## config.mk

```make
export PLATFORM = sky130hd
export DESIGN_NAME = afe_cfg_regs
export DESIGN_NICKNAME = d
export VERILOG_FILES = /design/src/afe_cfg_pkg.sv /design/src/afe_cfg_regs.sv /design/src/afe_rate_gen.sv
export SDC_FILE = /design/constraint.sdc
export NUM_CORES = 1
export LEC_CHECK = 0
export BUFFER_PORTS_ARGS = -buffer_cell sky130_fd_sc_hd__buf_2
export CAP_MARGIN = 20
export CORE_MARGIN = 2
export CORE_UTILIZATION = 40
export CTS_CLUSTER_DIAMETER = 150
export DETAILED_ROUTE_END_ITERATION = 16
export PLACE_DENSITY = 0.55
export SETUP_SLACK_MARGIN = 0.02
export SLEW_MARGIN = 20
export SYNTH_ARGS = -nofsm -noshare
export SYNTH_HDL_FRONTEND = slang
export SYNTH_HIERARCHICAL = 1
export SYNTH_SLANG_ARGS = --single-unit
```

## constraint.sdc

```tcl
create_clock -name core_clk -period 4.84 [get_ports core_clk]
set_clock_uncertainty 0.2 [all_clocks]
set_input_delay 0.484 -clock core_clk [delete_from_list [all_inputs] [get_ports core_clk]]
set_output_delay 0.484 -clock core_clk [all_outputs]
set_load 0.1 [all_outputs]
```

## src/afe_cfg_pkg.sv

```systemverilog
// Constants, field layouts and carrier types for the converter configuration register bank.
package afe_cfg_pkg;

	////////////////////////////////////////////////////////////////////////////////
	// Register addresses.
	localparam logic [4:0] ADDR_ID   = 5'h00;
	localparam logic [4:0] ADDR_CFG1 = 5'h01;
	localparam logic [4:0] ADDR_CFG2 = 5'h02;
	localparam logic [4:0] ADDR_CFG3 = 5'h03;

	// Identification pattern built field by field; the family bit is held apart.
	localparam logic [7:0] ID_FIXED_PATTERN = {2'h3, 1'h0, 1'h1, 2'h0, 1'h1, 1'h0};
	localparam int         ID_FAMILY_BIT    = 5;
	localparam logic       FAMILY_CODE      = 1'b0;

	// Reset values.
	localparam logic [7:0] CFG1_RESET = 8'h94;
	localparam logic [7:0] CFG2_RESET = 8'h00;
	localparam logic [7:0] CFG3_RESET = 8'hE0;

	// Bits that read fixed regardless of what was written.
	localparam logic [7:0] CFG2_READ_ONES  = 8'hE0;
	localparam logic [7:0] CFG2_READ_ZEROS = 8'h08;
	localparam logic [7:0] CFG3_READ_ZEROS = 8'h01;

	// Field positions.
	localparam int CFG1_READBACK_BIT = 6;
	localparam int CFG1_OSC_OUT_BIT  = 5;
	localparam int CFG1_RATE_LSB     = 0;
	localparam int CFG2_INT_TEST_BIT = 4;
	localparam int CFG2_AMP_BIT      = 2;
	localparam int CFG2_FREQ_LSB     = 0;

	// Serial command opcodes, upper three bits of the first byte.
	localparam logic [2:0] OP_READ  = 3'h1;
	localparam logic [2:0] OP_WRITE = 3'h2;

	// Output rate codes.
	localparam logic [2:0] RATE_LAST_16BIT = 3'h1;
	localparam logic [2:0] RATE_FORBIDDEN  = 3'h7;

	// Fastest rate is the master clock divided by this; each code step doubles it.
	localparam int MASTER_CLK_KHZ    = 2048;
	localparam int FASTEST_RATE_KSPS = 64;
	localparam int RATE_BASE_DIV     = MASTER_CLK_KHZ / FASTEST_RATE_KSPS;
	localparam int RATE_BASE_LOG2    = $clog2(RATE_BASE_DIV);

	// Test signal frequency selections and their divider exponents.
	localparam logic [1:0] FREQ_SLOW   = 2'h0;
	localparam logic [1:0] FREQ_FAST   = 2'h1;
	localparam logic [1:0] FREQ_UNUSED = 2'h2;
	localparam logic [1:0] FREQ_DC     = 2'h3;
	localparam int         TEST_SLOW_LOG2 = 21;
	localparam int         TEST_FAST_LOG2 = 20;

	////////////////////////////////////////////////////////////////////////////////
	// Serial phases, one-hot.
	typedef enum logic [3:0] {
		PH_CMD   = 4'h1,
		PH_COUNT = 4'h2,
		PH_DATA  = 4'h4,
		PH_SKIP  = 4'h8
	} spi_phase_t;

	typedef struct packed {
		spi_phase_t  phase;
		logic        sclk_q;
		logic [2:0]  rx_cnt;
		logic [7:0]  rx_shift;
		logic [2:0]  tx_cnt;
		logic [7:0]  tx_shift;
		logic        is_write;
		logic [4:0]  addr;
		logic [4:0]  remain;
		logic        dout;
		logic        dout_oe_n;
	} spi_state_t;

	typedef struct packed {
		logic        readback_multi;
		logic        osc_clk_out_en;
		logic [2:0]  output_rate_code;
		logic        result_24bit;
		logic        test_internal;
		logic        test_amp_x2;
		logic [1:0]  test_frequency_select;
	} cfg_out_t;

endpackage

```

## src/afe_cfg_regs.sv

```systemverilog
// Serial-accessed configuration and identification register bank.
`timescale 1ns/1ps
module afe_cfg_regs
	import afe_cfg_pkg::*;
#(
	parameter int TEST_SLOW_DIV_LOG2 = TEST_SLOW_LOG2,
	parameter int TEST_FAST_DIV_LOG2 = TEST_FAST_LOG2
) (
	input  wire logic       core_clk,
	input  wire logic       rst_n,
	input  wire logic       cs_n,
	input  wire logic       sclk,
	input  wire logic       din,
	input  wire logic       clock_source_pin,
	output logic            dout,
	output logic            dout_oe_n,
	output logic            readback_multi,
	output logic            osc_clk_out_en,
	output logic [2:0]      output_rate_code,
	output logic            result_24bit,
	output logic            test_internal,
	output logic            test_amp_x2,
	output logic [1:0]      test_frequency_select,
	output logic            sample_tick,
	output logic            test_signal
);

	spi_state_t s;
	spi_state_t next_s;
	logic [7:0] cfg1;
	logic [7:0] cfg2;
	logic [7:0] cfg3;
	logic [7:0] next_cfg1;
	logic [7:0] next_cfg2;
	logic [7:0] next_cfg3;
	cfg_out_t   outs;
	cfg_out_t   next_outs;
	logic       sclk_rise;
	logic       sclk_fall;
	logic [7:0] rx_byte;
	logic [7:0] rd_byte;
	logic [7:0] id_value;
	logic [7:0] cfg2_view;
	logic [7:0] cfg3_view;
	logic       wr_strobe;
	logic [4:0] wr_addr;
	logic [7:0] wr_data;

	////////////////////////////////////////////////////////////////////////////////
	// Fixed and forced bits, built one bit at a time. The identification value is pure
	// wiring, so neither a write nor a reset can ever disturb it.
	for (genvar b = 0; b < 8; b++) begin : g_fixed_bits
		if (b == ID_FAMILY_BIT) begin : g_family
			assign id_value[b] = FAMILY_CODE;
		end else begin : g_pattern
			assign id_value[b] = ID_FIXED_PATTERN[b];
		end
		// Reserved bits read their required level whatever the host last wrote.
		assign cfg2_view[b] = (cfg2[b] | CFG2_READ_ONES[b]) & ~CFG2_READ_ZEROS[b];
		assign cfg3_view[b] = cfg3[b] & ~CFG3_READ_ZEROS[b];
	end

	// Read mux. Unmapped addresses read zero.
	always_comb begin
		case (s.addr)
			ADDR_ID:   rd_byte = id_value;
			ADDR_CFG1: rd_byte = cfg1;
			ADDR_CFG2: rd_byte = cfg2_view;
			ADDR_CFG3: rd_byte = cfg3_view;
			default:   rd_byte = 8'h00;
		endcase
	end

	////////////////////////////////////////////////////////////////////////////////
	// Serial engine and register writes. Serial pins are sampled on the master clock,
	// so the serial clock must stay well below half of it.
	always_comb begin
		next_s    = s;
		wr_strobe = 1'b0;
		wr_addr   = s.addr;
		next_s.sclk_q = sclk;
		sclk_rise = sclk && !s.sclk_q;
		sclk_fall = !sclk && s.sclk_q;
		rx_byte   = {s.rx_shift[6:0], din};
		wr_data   = rx_byte;
		if (cs_n) begin
			// Deselect aborts any command and frees the data line.
			next_s.phase     = PH_CMD;
			next_s.rx_cnt    = 3'h0;
			next_s.tx_cnt    = 3'h0;
			next_s.dout      = 1'b0;
			next_s.dout_oe_n = 1'b1;
		end else begin
			next_s.dout_oe_n = 1'b0;
			// Rising edges shift read data out, most significant bit first.
			if (sclk_rise && s.phase == PH_DATA && !s.is_write) begin
				if (s.tx_cnt == 3'h0) begin
					next_s.dout     = rd_byte[7];
					next_s.tx_shift = {rd_byte[6:0], 1'b0};
				end else begin
					next_s.dout     = s.tx_shift[7];
					next_s.tx_shift = {s.tx_shift[6:0], 1'b0};
				end
				next_s.tx_cnt = s.tx_cnt + 3'h1;
			end
			// Falling edges sample input bits; decisions are made per whole byte.
			if (sclk_fall) begin
				next_s.rx_shift = rx_byte;
				next_s.rx_cnt   = s.rx_cnt + 3'h1;
				if (s.rx_cnt == 3'h7) begin
					case (s.phase)
						PH_CMD: begin
							if (rx_byte[7:5] == OP_READ || rx_byte[7:5] == OP_WRITE) begin
								next_s.is_write = (rx_byte[7:5] == OP_WRITE);
								next_s.addr     = rx_byte[4:0];
								next_s.phase    = PH_COUNT;
							end
						end
						PH_COUNT: begin
							next_s.remain = rx_byte[4:0];
							next_s.tx_cnt = 3'h0;
							next_s.phase  = PH_DATA;
						end
						PH_DATA: begin
							// Each completed data byte of a write is one register strobe.
							wr_strobe = s.is_write;
							next_s.addr = s.addr + 5'h01;
							if (s.remain == 5'h00) begin
								next_s.phase = PH_SKIP;
							end else begin
								next_s.remain = s.remain - 5'h01;
							end
						end
						PH_SKIP: next_s.phase = PH_SKIP;
						default: next_s.phase = PH_CMD;
					endcase
				end
			end
		end
	end

	// Engine state. The edge detector parks low like the idle serial clock, so no false
	// edge follows reset.
	always_ff @(posedge core_clk or negedge rst_n) begin
		if (!rst_n) begin
			s <= '{
				phase:     PH_CMD,
				sclk_q:    1'b0,
				rx_cnt:    3'h0,
				rx_shift:  8'h00,
				tx_cnt:    3'h0,
				tx_shift:  8'h00,
				is_write:  1'b0,
				addr:      5'h00,
				remain:    5'h00,
				dout:      1'b0,
				dout_oe_n: 1'b1
			};
		end else begin
			s <= next_s;
		end
	end

	////////////////////////////////////////////////////////////////////////////////
	// Register file. Identification and unmapped addresses ignore writes.
	always_comb begin
		next_cfg1 = cfg1;
		next_cfg2 = cfg2;
		next_cfg3 = cfg3;
		if (wr_strobe) begin
			case (wr_addr)
				ADDR_CFG1: next_cfg1 = wr_data;
				ADDR_CFG2: next_cfg2 = wr_data;
				ADDR_CFG3: next_cfg3 = wr_data;
				default:   next_cfg1 = cfg1;
			endcase
		end
	end

	// Reset restores the defaults; only host writes move them afterwards.
	always_ff @(posedge core_clk or negedge rst_n) begin
		if (!rst_n) begin
			cfg1 <= CFG1_RESET;
			cfg2 <= CFG2_RESET;
			cfg3 <= CFG3_RESET;
		end else begin
			cfg1 <= next_cfg1;
			cfg2 <= next_cfg2;
			cfg3 <= next_cfg3;
		end
	end

	////////////////////////////////////////////////////////////////////////////////
	// Decoded controls, registered so every output leaves a flip-flop.
	always_comb begin
		next_outs.readback_multi   = cfg1[CFG1_READBACK_BIT];
		// The oscillator only reaches the pin when the clock-source pin selects it.
		next_outs.osc_clk_out_en   = cfg1[CFG1_OSC_OUT_BIT] && clock_source_pin;
		next_outs.output_rate_code = cfg1[CFG1_RATE_LSB +: 3];
		next_outs.result_24bit     = (cfg1[CFG1_RATE_LSB +: 3] > RATE_LAST_16BIT) &&
			(cfg1[CFG1_RATE_LSB +: 3] != RATE_FORBIDDEN);
		next_outs.test_internal    = cfg2[CFG2_INT_TEST_BIT];
		next_outs.test_amp_x2      = cfg2[CFG2_AMP_BIT];
		next_outs.test_frequency_select = cfg2[CFG2_FREQ_LSB +: 2];
	end

	always_ff @(posedge core_clk or negedge rst_n) begin
		if (!rst_n) begin
			// The oscillator stays off until the pin is seen; the reset rate is a wide code.
			outs <= '{
				readback_multi:        CFG1_RESET[CFG1_READBACK_BIT],
				osc_clk_out_en:        1'b0,
				output_rate_code:      CFG1_RESET[CFG1_RATE_LSB +: 3],
				result_24bit:          1'b1,
				test_internal:         CFG2_RESET[CFG2_INT_TEST_BIT],
				test_amp_x2:           CFG2_RESET[CFG2_AMP_BIT],
				test_frequency_select: CFG2_RESET[CFG2_FREQ_LSB +: 2]
			};
		end else begin
			outs <= next_outs;
		end
	end

	// Direct output wiring from the registered state.
	assign dout                  = s.dout;
	assign dout_oe_n             = s.dout_oe_n;
	assign readback_multi        = outs.readback_multi;
	assign osc_clk_out_en        = outs.osc_clk_out_en;
	assign output_rate_code      = outs.output_rate_code;
	assign result_24bit          = outs.result_24bit;
	assign test_internal         = outs.test_internal;
	assign test_amp_x2           = outs.test_amp_x2;
	assign test_frequency_select = outs.test_frequency_select;

	////////////////////////////////////////////////////////////////////////////////
	// Rate and test-signal divider driven from the decoded controls.
	afe_rate_gen #(
		.SLOW_LOG2(TEST_SLOW_DIV_LOG2),
		.FAST_LOG2(TEST_FAST_DIV_LOG2)
	) u_rate_gen (
		.core_clk   (core_clk),
		.rst_n      (rst_n),
		.rate_code  (outs.output_rate_code),
		.freq_sel   (outs.test_frequency_select),
		.sample_tick(sample_tick),
		.test_wave  (test_signal)
	);

endmodule

```

## src/afe_rate_gen.sv

```systemverilog
// Master clock divider producing the sample tick and the test waveform.
`timescale 1ns/1ps
module afe_rate_gen
	import afe_cfg_pkg::*;
#(
	parameter int SLOW_LOG2 = TEST_SLOW_LOG2,
	parameter int FAST_LOG2 = TEST_FAST_LOG2
) (
	input  wire logic       core_clk,
	input  wire logic       rst_n,
	input  wire logic [2:0] rate_code,
	input  wire logic [1:0] freq_sel,
	output logic            sample_tick,
	output logic            test_wave
);

	// The counter must span the slowest sample rate even when the test taps are shortened,
	// otherwise the rate mask is cut and slow codes tick far too often.
	localparam int CNT_W = (SLOW_LOG2 > RATE_BASE_LOG2 + int'(RATE_FORBIDDEN)) ?
		SLOW_LOG2 : RATE_BASE_LOG2 + int'(RATE_FORBIDDEN);

	logic [CNT_W-1:0] cnt;
	logic [CNT_W-1:0] next_cnt;
	logic             next_tick;
	logic             next_wave;
	logic [CNT_W-1:0] rate_mask;

	////////////////////////////////////////////////////////////////////////////////
	// The counter runs freely so that every rate stays phase-locked to the clock.
	always_comb begin
		next_cnt  = cnt + 1'b1;
		rate_mask = CNT_W'((1 << (RATE_BASE_LOG2 + int'(rate_code))) - 1);
		next_tick = ((cnt & rate_mask) == '0) && (rate_code != RATE_FORBIDDEN);
		case (freq_sel)
			FREQ_SLOW: next_wave = cnt[SLOW_LOG2-1];
			FREQ_FAST: next_wave = cnt[FAST_LOG2-1];
			FREQ_DC:   next_wave = 1'b1;
			default:   next_wave = 1'b0; // Unused code holds the wave low.
		endcase
	end

	// Registered so both outputs come from flip-flops.
	always_ff @(posedge core_clk or negedge rst_n) begin
		if (!rst_n) begin
			cnt         <= '0;
			sample_tick <= 1'b0;
			test_wave   <= 1'b0;
		end else begin
			cnt         <= next_cnt;
			sample_tick <= next_tick;
			test_wave   <= next_wave;
		end
	end

endmodule

```

# After elaboration in Yosys (flattened, before gate mapping)
# Cells that the tools add are included.
[classes] n_addsub=7 order_cmp=1 n_eq_ne=18 n_shift=1 muxes=26 bitwise_logic=2 reduce_logical=30
[op_table] cell="$pmux 8 s4" n=1
[op_table] cell="$shl 1x32->21 const A" n=1
[op_table] cell="$add 21x1->21 const B" n=1
[op_table] cell="$and 21x21->21" n=1
[op_table] cell="$logic_not 21->1" n=1
[op_table] cell="$sub 21x2->21 const B" n=1
[op_table] cell="$mux 4" n=5
[op_table] cell="$pmux 5 s2" n=2
[op_table] cell="$pmux 4 s4" n=1
[op_table] cell="$reduce_and 5->1" n=3
[op_table] cell="$mux 14" n=1
[op_table] cell="$mux 3" n=4
[op_table] cell="$mux 11" n=1
[op_table] cell="$eq 5x2->1 const B" n=2
[op_table] cell="$logic_not 5->1" n=2
[op_table] cell="$mux 5" n=2
[op_table] cell="$reduce_and 2->1" n=5
[op_table] cell="$reduce_bool 2->1" n=5
[op_table] cell="$ne 3x3->1 const B" n=3
[op_table] cell="$mux 8" n=1
[op_table] cell="$logic_and 1x1->1" n=7
[op_table] cell="$add 3x1->3 const B" n=2
[op_table] cell="$mux 1" n=6
[op_table] cell="$add 5x1->5 const B" n=1
[op_table] cell="23 further kinds" n=26
[totals] regBits=94 in_bits=6 out_inout_bits=14 wordCells=109

# Depth between registers and ports, before layout
[logic_depth] depth_word=9 mapped_depth=11 mapped_depth_nobuf=10

# Modules after synthesis
# The synthesis kept the hierarchy.
[modules_own_cells] module="afe_cfg_regs" n_inst=1 cells_per_inst=281 area_each_um2=3150.5 seq_area_each_um2=1689.1
[modules_own_cells] module="afe_rate_gen" n_inst=1 cells_per_inst=137 area_each_um2=1345.0 seq_area_each_um2=575.6

# Least setup slack after synthesis
# No wires, ideal clock.
[synth_path] path_type="register to register" startpoint="reg outs (netlist bit output_rate_code[1])" endpoint="reg u_rate_gen.sample_tick" setup_time_ns=0.101 t_arrival_ns=3.168 t_required_ns=4.539 slack_ns=1.371 stages_incl_launch_ff=11 n_path_buf=1 period_less_slack_ns=3.469 path_cell_list="dfrtp_1 > nand2_1 > inv_1 > ha_1 > or4b_1 > ha_1 > clkbuf_1 > and3_1 > o31ai_2 > o2111ai_1 > nor4_1"
[synth_via] elab_chain_len=6 elab_cells_between_ends=7 classes_between="add/sub (2); eq/ne (1); shift (1); bitwise (1); reduce/logical (2)"
[synth_rtl] element="from (decl)" line="afe_cfg_regs.sv:36" source="cfg_out_t outs;"
[synth_rtl] element="from (signal assigned)" line="afe_cfg_regs.sv:210" source="outs <= '{"
[synth_rtl] element="from (signal assigned)" line="afe_cfg_regs.sv:220" source="outs <= next_outs;"
[synth_rtl] element="$add 3x3->4" line="afe_rate_gen.sv:32" source="rate_mask = CNT_W'((1 << (RATE_BASE_LOG2 + int'(rate_code))) - 1);"
[synth_rtl] element="$shl 1x32->21" line="afe_rate_gen.sv:32"
[synth_rtl] element="$sub 21x2->21" line="afe_rate_gen.sv:32"
[synth_rtl] element="$and 21x21->21" line="afe_rate_gen.sv:33" source="next_tick = ((cnt & rate_mask) == '0) && (rate_code != RATE_FORBIDDEN);"
[synth_rtl] element="$logic_not 21->1" line="afe_rate_gen.sv:33"
[synth_rtl] element="$logic_and 1x1->1 (*)" line="afe_rate_gen.sv:33"
[synth_rtl] element="net u_rate_gen.next_tick" line="afe_rate_gen.sv:24" source="logic next_tick;"
[synth_rtl] element="to (signal assigned)" line="afe_rate_gen.sv:50" source="sample_tick <= next_tick;"
[synth_rtl] element="to (decl)" line="afe_rate_gen.sv:13" source="output logic sample_tick,"
# Mark *: on every way through the listed nets, which the timed path passes. The rest lies on a longest branch.
# A chain may end at the register's enable or synchronous reset.

# Worst setup path in the final report
# Ends and elaborated chain as after synthesis.

==> impl_metrics.ini <==
[outcome]
outcome = complete, no violations

[critical_path]
rr_endpoint = u_rate_gen/sample_tick
timing.critical_path.to = u_rate_gen/sample_tick
critical_path_required_ps = 4910
timing.reg2reg.setup_slack_ps = 1270
critical_path_arrival_ps = 3640
crit_type = register to register
critPathMaxFanout = 17
source_of_the_worst_register_to_register_timing_path = output_rate_code[1]
timing.critical_path.from = output_rate_code[1]
reg2reg_depth = 10
worst_setup_path_start_kind = register
setup.worst_path.end_class = register

[global_route]
wire_length_of_the_first_global_routing_pass_um = 16200
grt_antenna_before_repair = 0
largest_net_degree_at_the_start_of_global_routing = 52
grtUsageTotal_pct = 17.6
gr-total-overflow = 0
vias_in_the_first_global_route = 3138

[route]
drt_drc_violations_left = 0
vias_per_cell = 5.53
route.vias.total = 3190
drt_iter0_markers = 153
drtAntennaViolNets = 0
routed_wirelength_um = 9380
drt-pass1-iter-count = 4
detail_route.wl_per_cell_um = 16.3

[clocking]
tritoncts_sink_count = 90
clock_transition_at_the_registers_of_the_reported_paths_ps = 90
h-tree-depth = 3
cts_tree = built
cts_root_buffer = clkbuf_8
clk_latency_ps = 370
cts-resized-gates = 0
clockBufferDepth = 2
cts_made_buffers = 9

[yosys]
synthesis.area_um2 = 4500
synth_enable_flop_cells = 0
seq_area_frac_synth_pct = 50.4
synthesis.instances = 418
synth_flop_cell = dfrtp_1
syn-mean-instance-area_um2 = 10.8
yosys_warnings = 6
asyncSetResetFlopFracSynth_pct = 100
yosysUniqueCellTypes = 63
synth_nets = 436
ys_ff_latch = 90

[power_and_ir_drop]
cellPowerDensity_nw_per_um2 = 308
peakVddDrop_mv = 0.323
p_leak_nw = 2.16
report.power.total_w = 0.00152

[final_layout]
finish.net_count = 450
synthesis_to_finish_area_growth_pct = 9.66
diodes = 0
layout_commonest_cell = dfrtp_1
final_layout_size_suffix_gt1_share_pct = 18.5
nFillCells = 1012
layout.cells.non_filler = 577
most-common-layout-cells = dfrtp_1, nand2_1, mux2_2

[floorplanning]
die_x_um = 110
initial_utilization_pct = 41.3
io_pins = 20
fp.coreArea_um2 = 10900
y_dimension_of_the_die_um = 110
placement_rows = 38
design.die.area_um2 = 12100

[flow_run]
maxCapViolations = 0

[sta]
fin_tns_setup_ps = 0
grt_setup_unrepaired = no
final_period_minus_worst_setup_slack_ps = 3570
maxClockFrequency_ghz = 0.280
final-max-slew-violation-count = 0
report.final.setup_viol = 0
tightestPinTransition_ps = 797
min_period_over_period_pct = 73.8
slew_headroom_pct = 46.2
hold_violations = 0

[min_path]
worst_hold_startpoint = sclk
min-delay-path-class = input port to register

[place]
placed_cells_incl_taps = 560
buffer_ports.inserted = 19
gpl.final_weighted_congestion = 0.862
detailed_place_hpwl_um = 6590
what timing repair did:
item,in CTS,in global routing
hold buffers,1,0
endpoints found under the hold margin,46,0
setup buffers,0,0
power breakdown:
group          switching, W  total, W  internal, W
clock network      0.000266  0.000570     0.000303
registers         0.0000562  0.000834     0.000777
logic             0.0000678  0.000114    0.0000461
per-layer routing:
| layer | global-route usage [%] | wire length [um] |
|---|---|---|
| met4 | 7.69 | 165 |
| met3 | 3.41 | 305 |
| met5 | 0 | 0 |
| met2 | 27.2 | 4460 |
| met1 | 24.2 | 4450 |
through the flow:
step,setup slack (ps),instance area (um2),utilization [%],hold WS [ps]
5_1_grt,1040,4930,45.3,90.0
2_1_floorplan,1370,4500,-,-11.6
3_5_place_dp,1340,4700,43.2,188
4_1_cts,1320,4930,45.3,75.7
6_report,1270,4930,45.3,92.4
3_3_place_gp,1470,4700,43.2,191
Yosys cell counts (5+ instances only):
cell type	n	area share [%]
nand2_1	37	3.1
nor2b_1	5	0.70
nand4_1	5	0.70
a221o_1	6	1.3
mux2_2	26	6.5
xnor2_1	20	3.9
ha_1	12	3.3
nor2_1	24	2.0
a21oi_1	16	1.8
o21ai_0	19	2.1
inv_1	17	1.4
clkbuf_1	14	1.2
xor2_1	6	1.2
dfrtp_1	80	45
nand3_1	13	1.4
dfstp_2	10	5.8
nor3_1	10	1.1
layout make-up:
cell class	instances	area, um2	share of cell area [%]
flip-flops and latches	90	2260	45.9
multi-input cells	292	2080	42.3
well taps	140	175	3.55
clock buffers	11	141	2.87
repair buffers	22	123	2.49
clock inverters	5	77.6	1.57
inverters	17	63.8	1.29
registers in the layout (all words and copies together) (netlist names):
signal / flops
test_frequency_select: 2
result_24bit: 1
readback_multi: 1
test_amp_x2: 1
dout_oe_n: 1
cfg2: 4
u_rate_gen/sample_tick: 1
cfg3: 7
test_internal: 1
u_rate_gen/test_wave: 1
osc_clk_out_en: 1
cfg1: 8
output_rate_code: 3
s: 24
rx_byte: 7
wr_addr: 5
u_rate_gen/cnt: 21
dout: 1
worst min path at each step:
stage	endpoint	depth (start not counted)	slack, ps
finish	s[35]	1	90
global route	s[35]	1	90
global placement	output_rate_code[2]	0	190
detailed placement	test_internal	0	190
floorplan	cfg1[0]	0	-10
CTS	s[35]	1	80
worst max-delay path, stage by stage, from the launching register on:
cell and delay, ps:
dfrtp_1 580, nand2_1 240, inv_1 80, ha_1 510, or4b_1 530, ha_1 380
nand3b_1 160, a21boi_1 90, o31ai_2 240, o2111ai_1 140, nor4_1 310
cells by family after synthesis:
family	Yosys count	share of synthesized area (%)
xor gates and xnor gates	26	5.07
buffers and inverters	36	3.26
other	1	0.0834
muxes	30	7.40
and+or+nand+nor	132	16.1
AOI/OAI and AO/OA	91	14.4
DFF	90	50.4
adders and majority gates	12	3.34
Power figures use the tool's default switching activity.
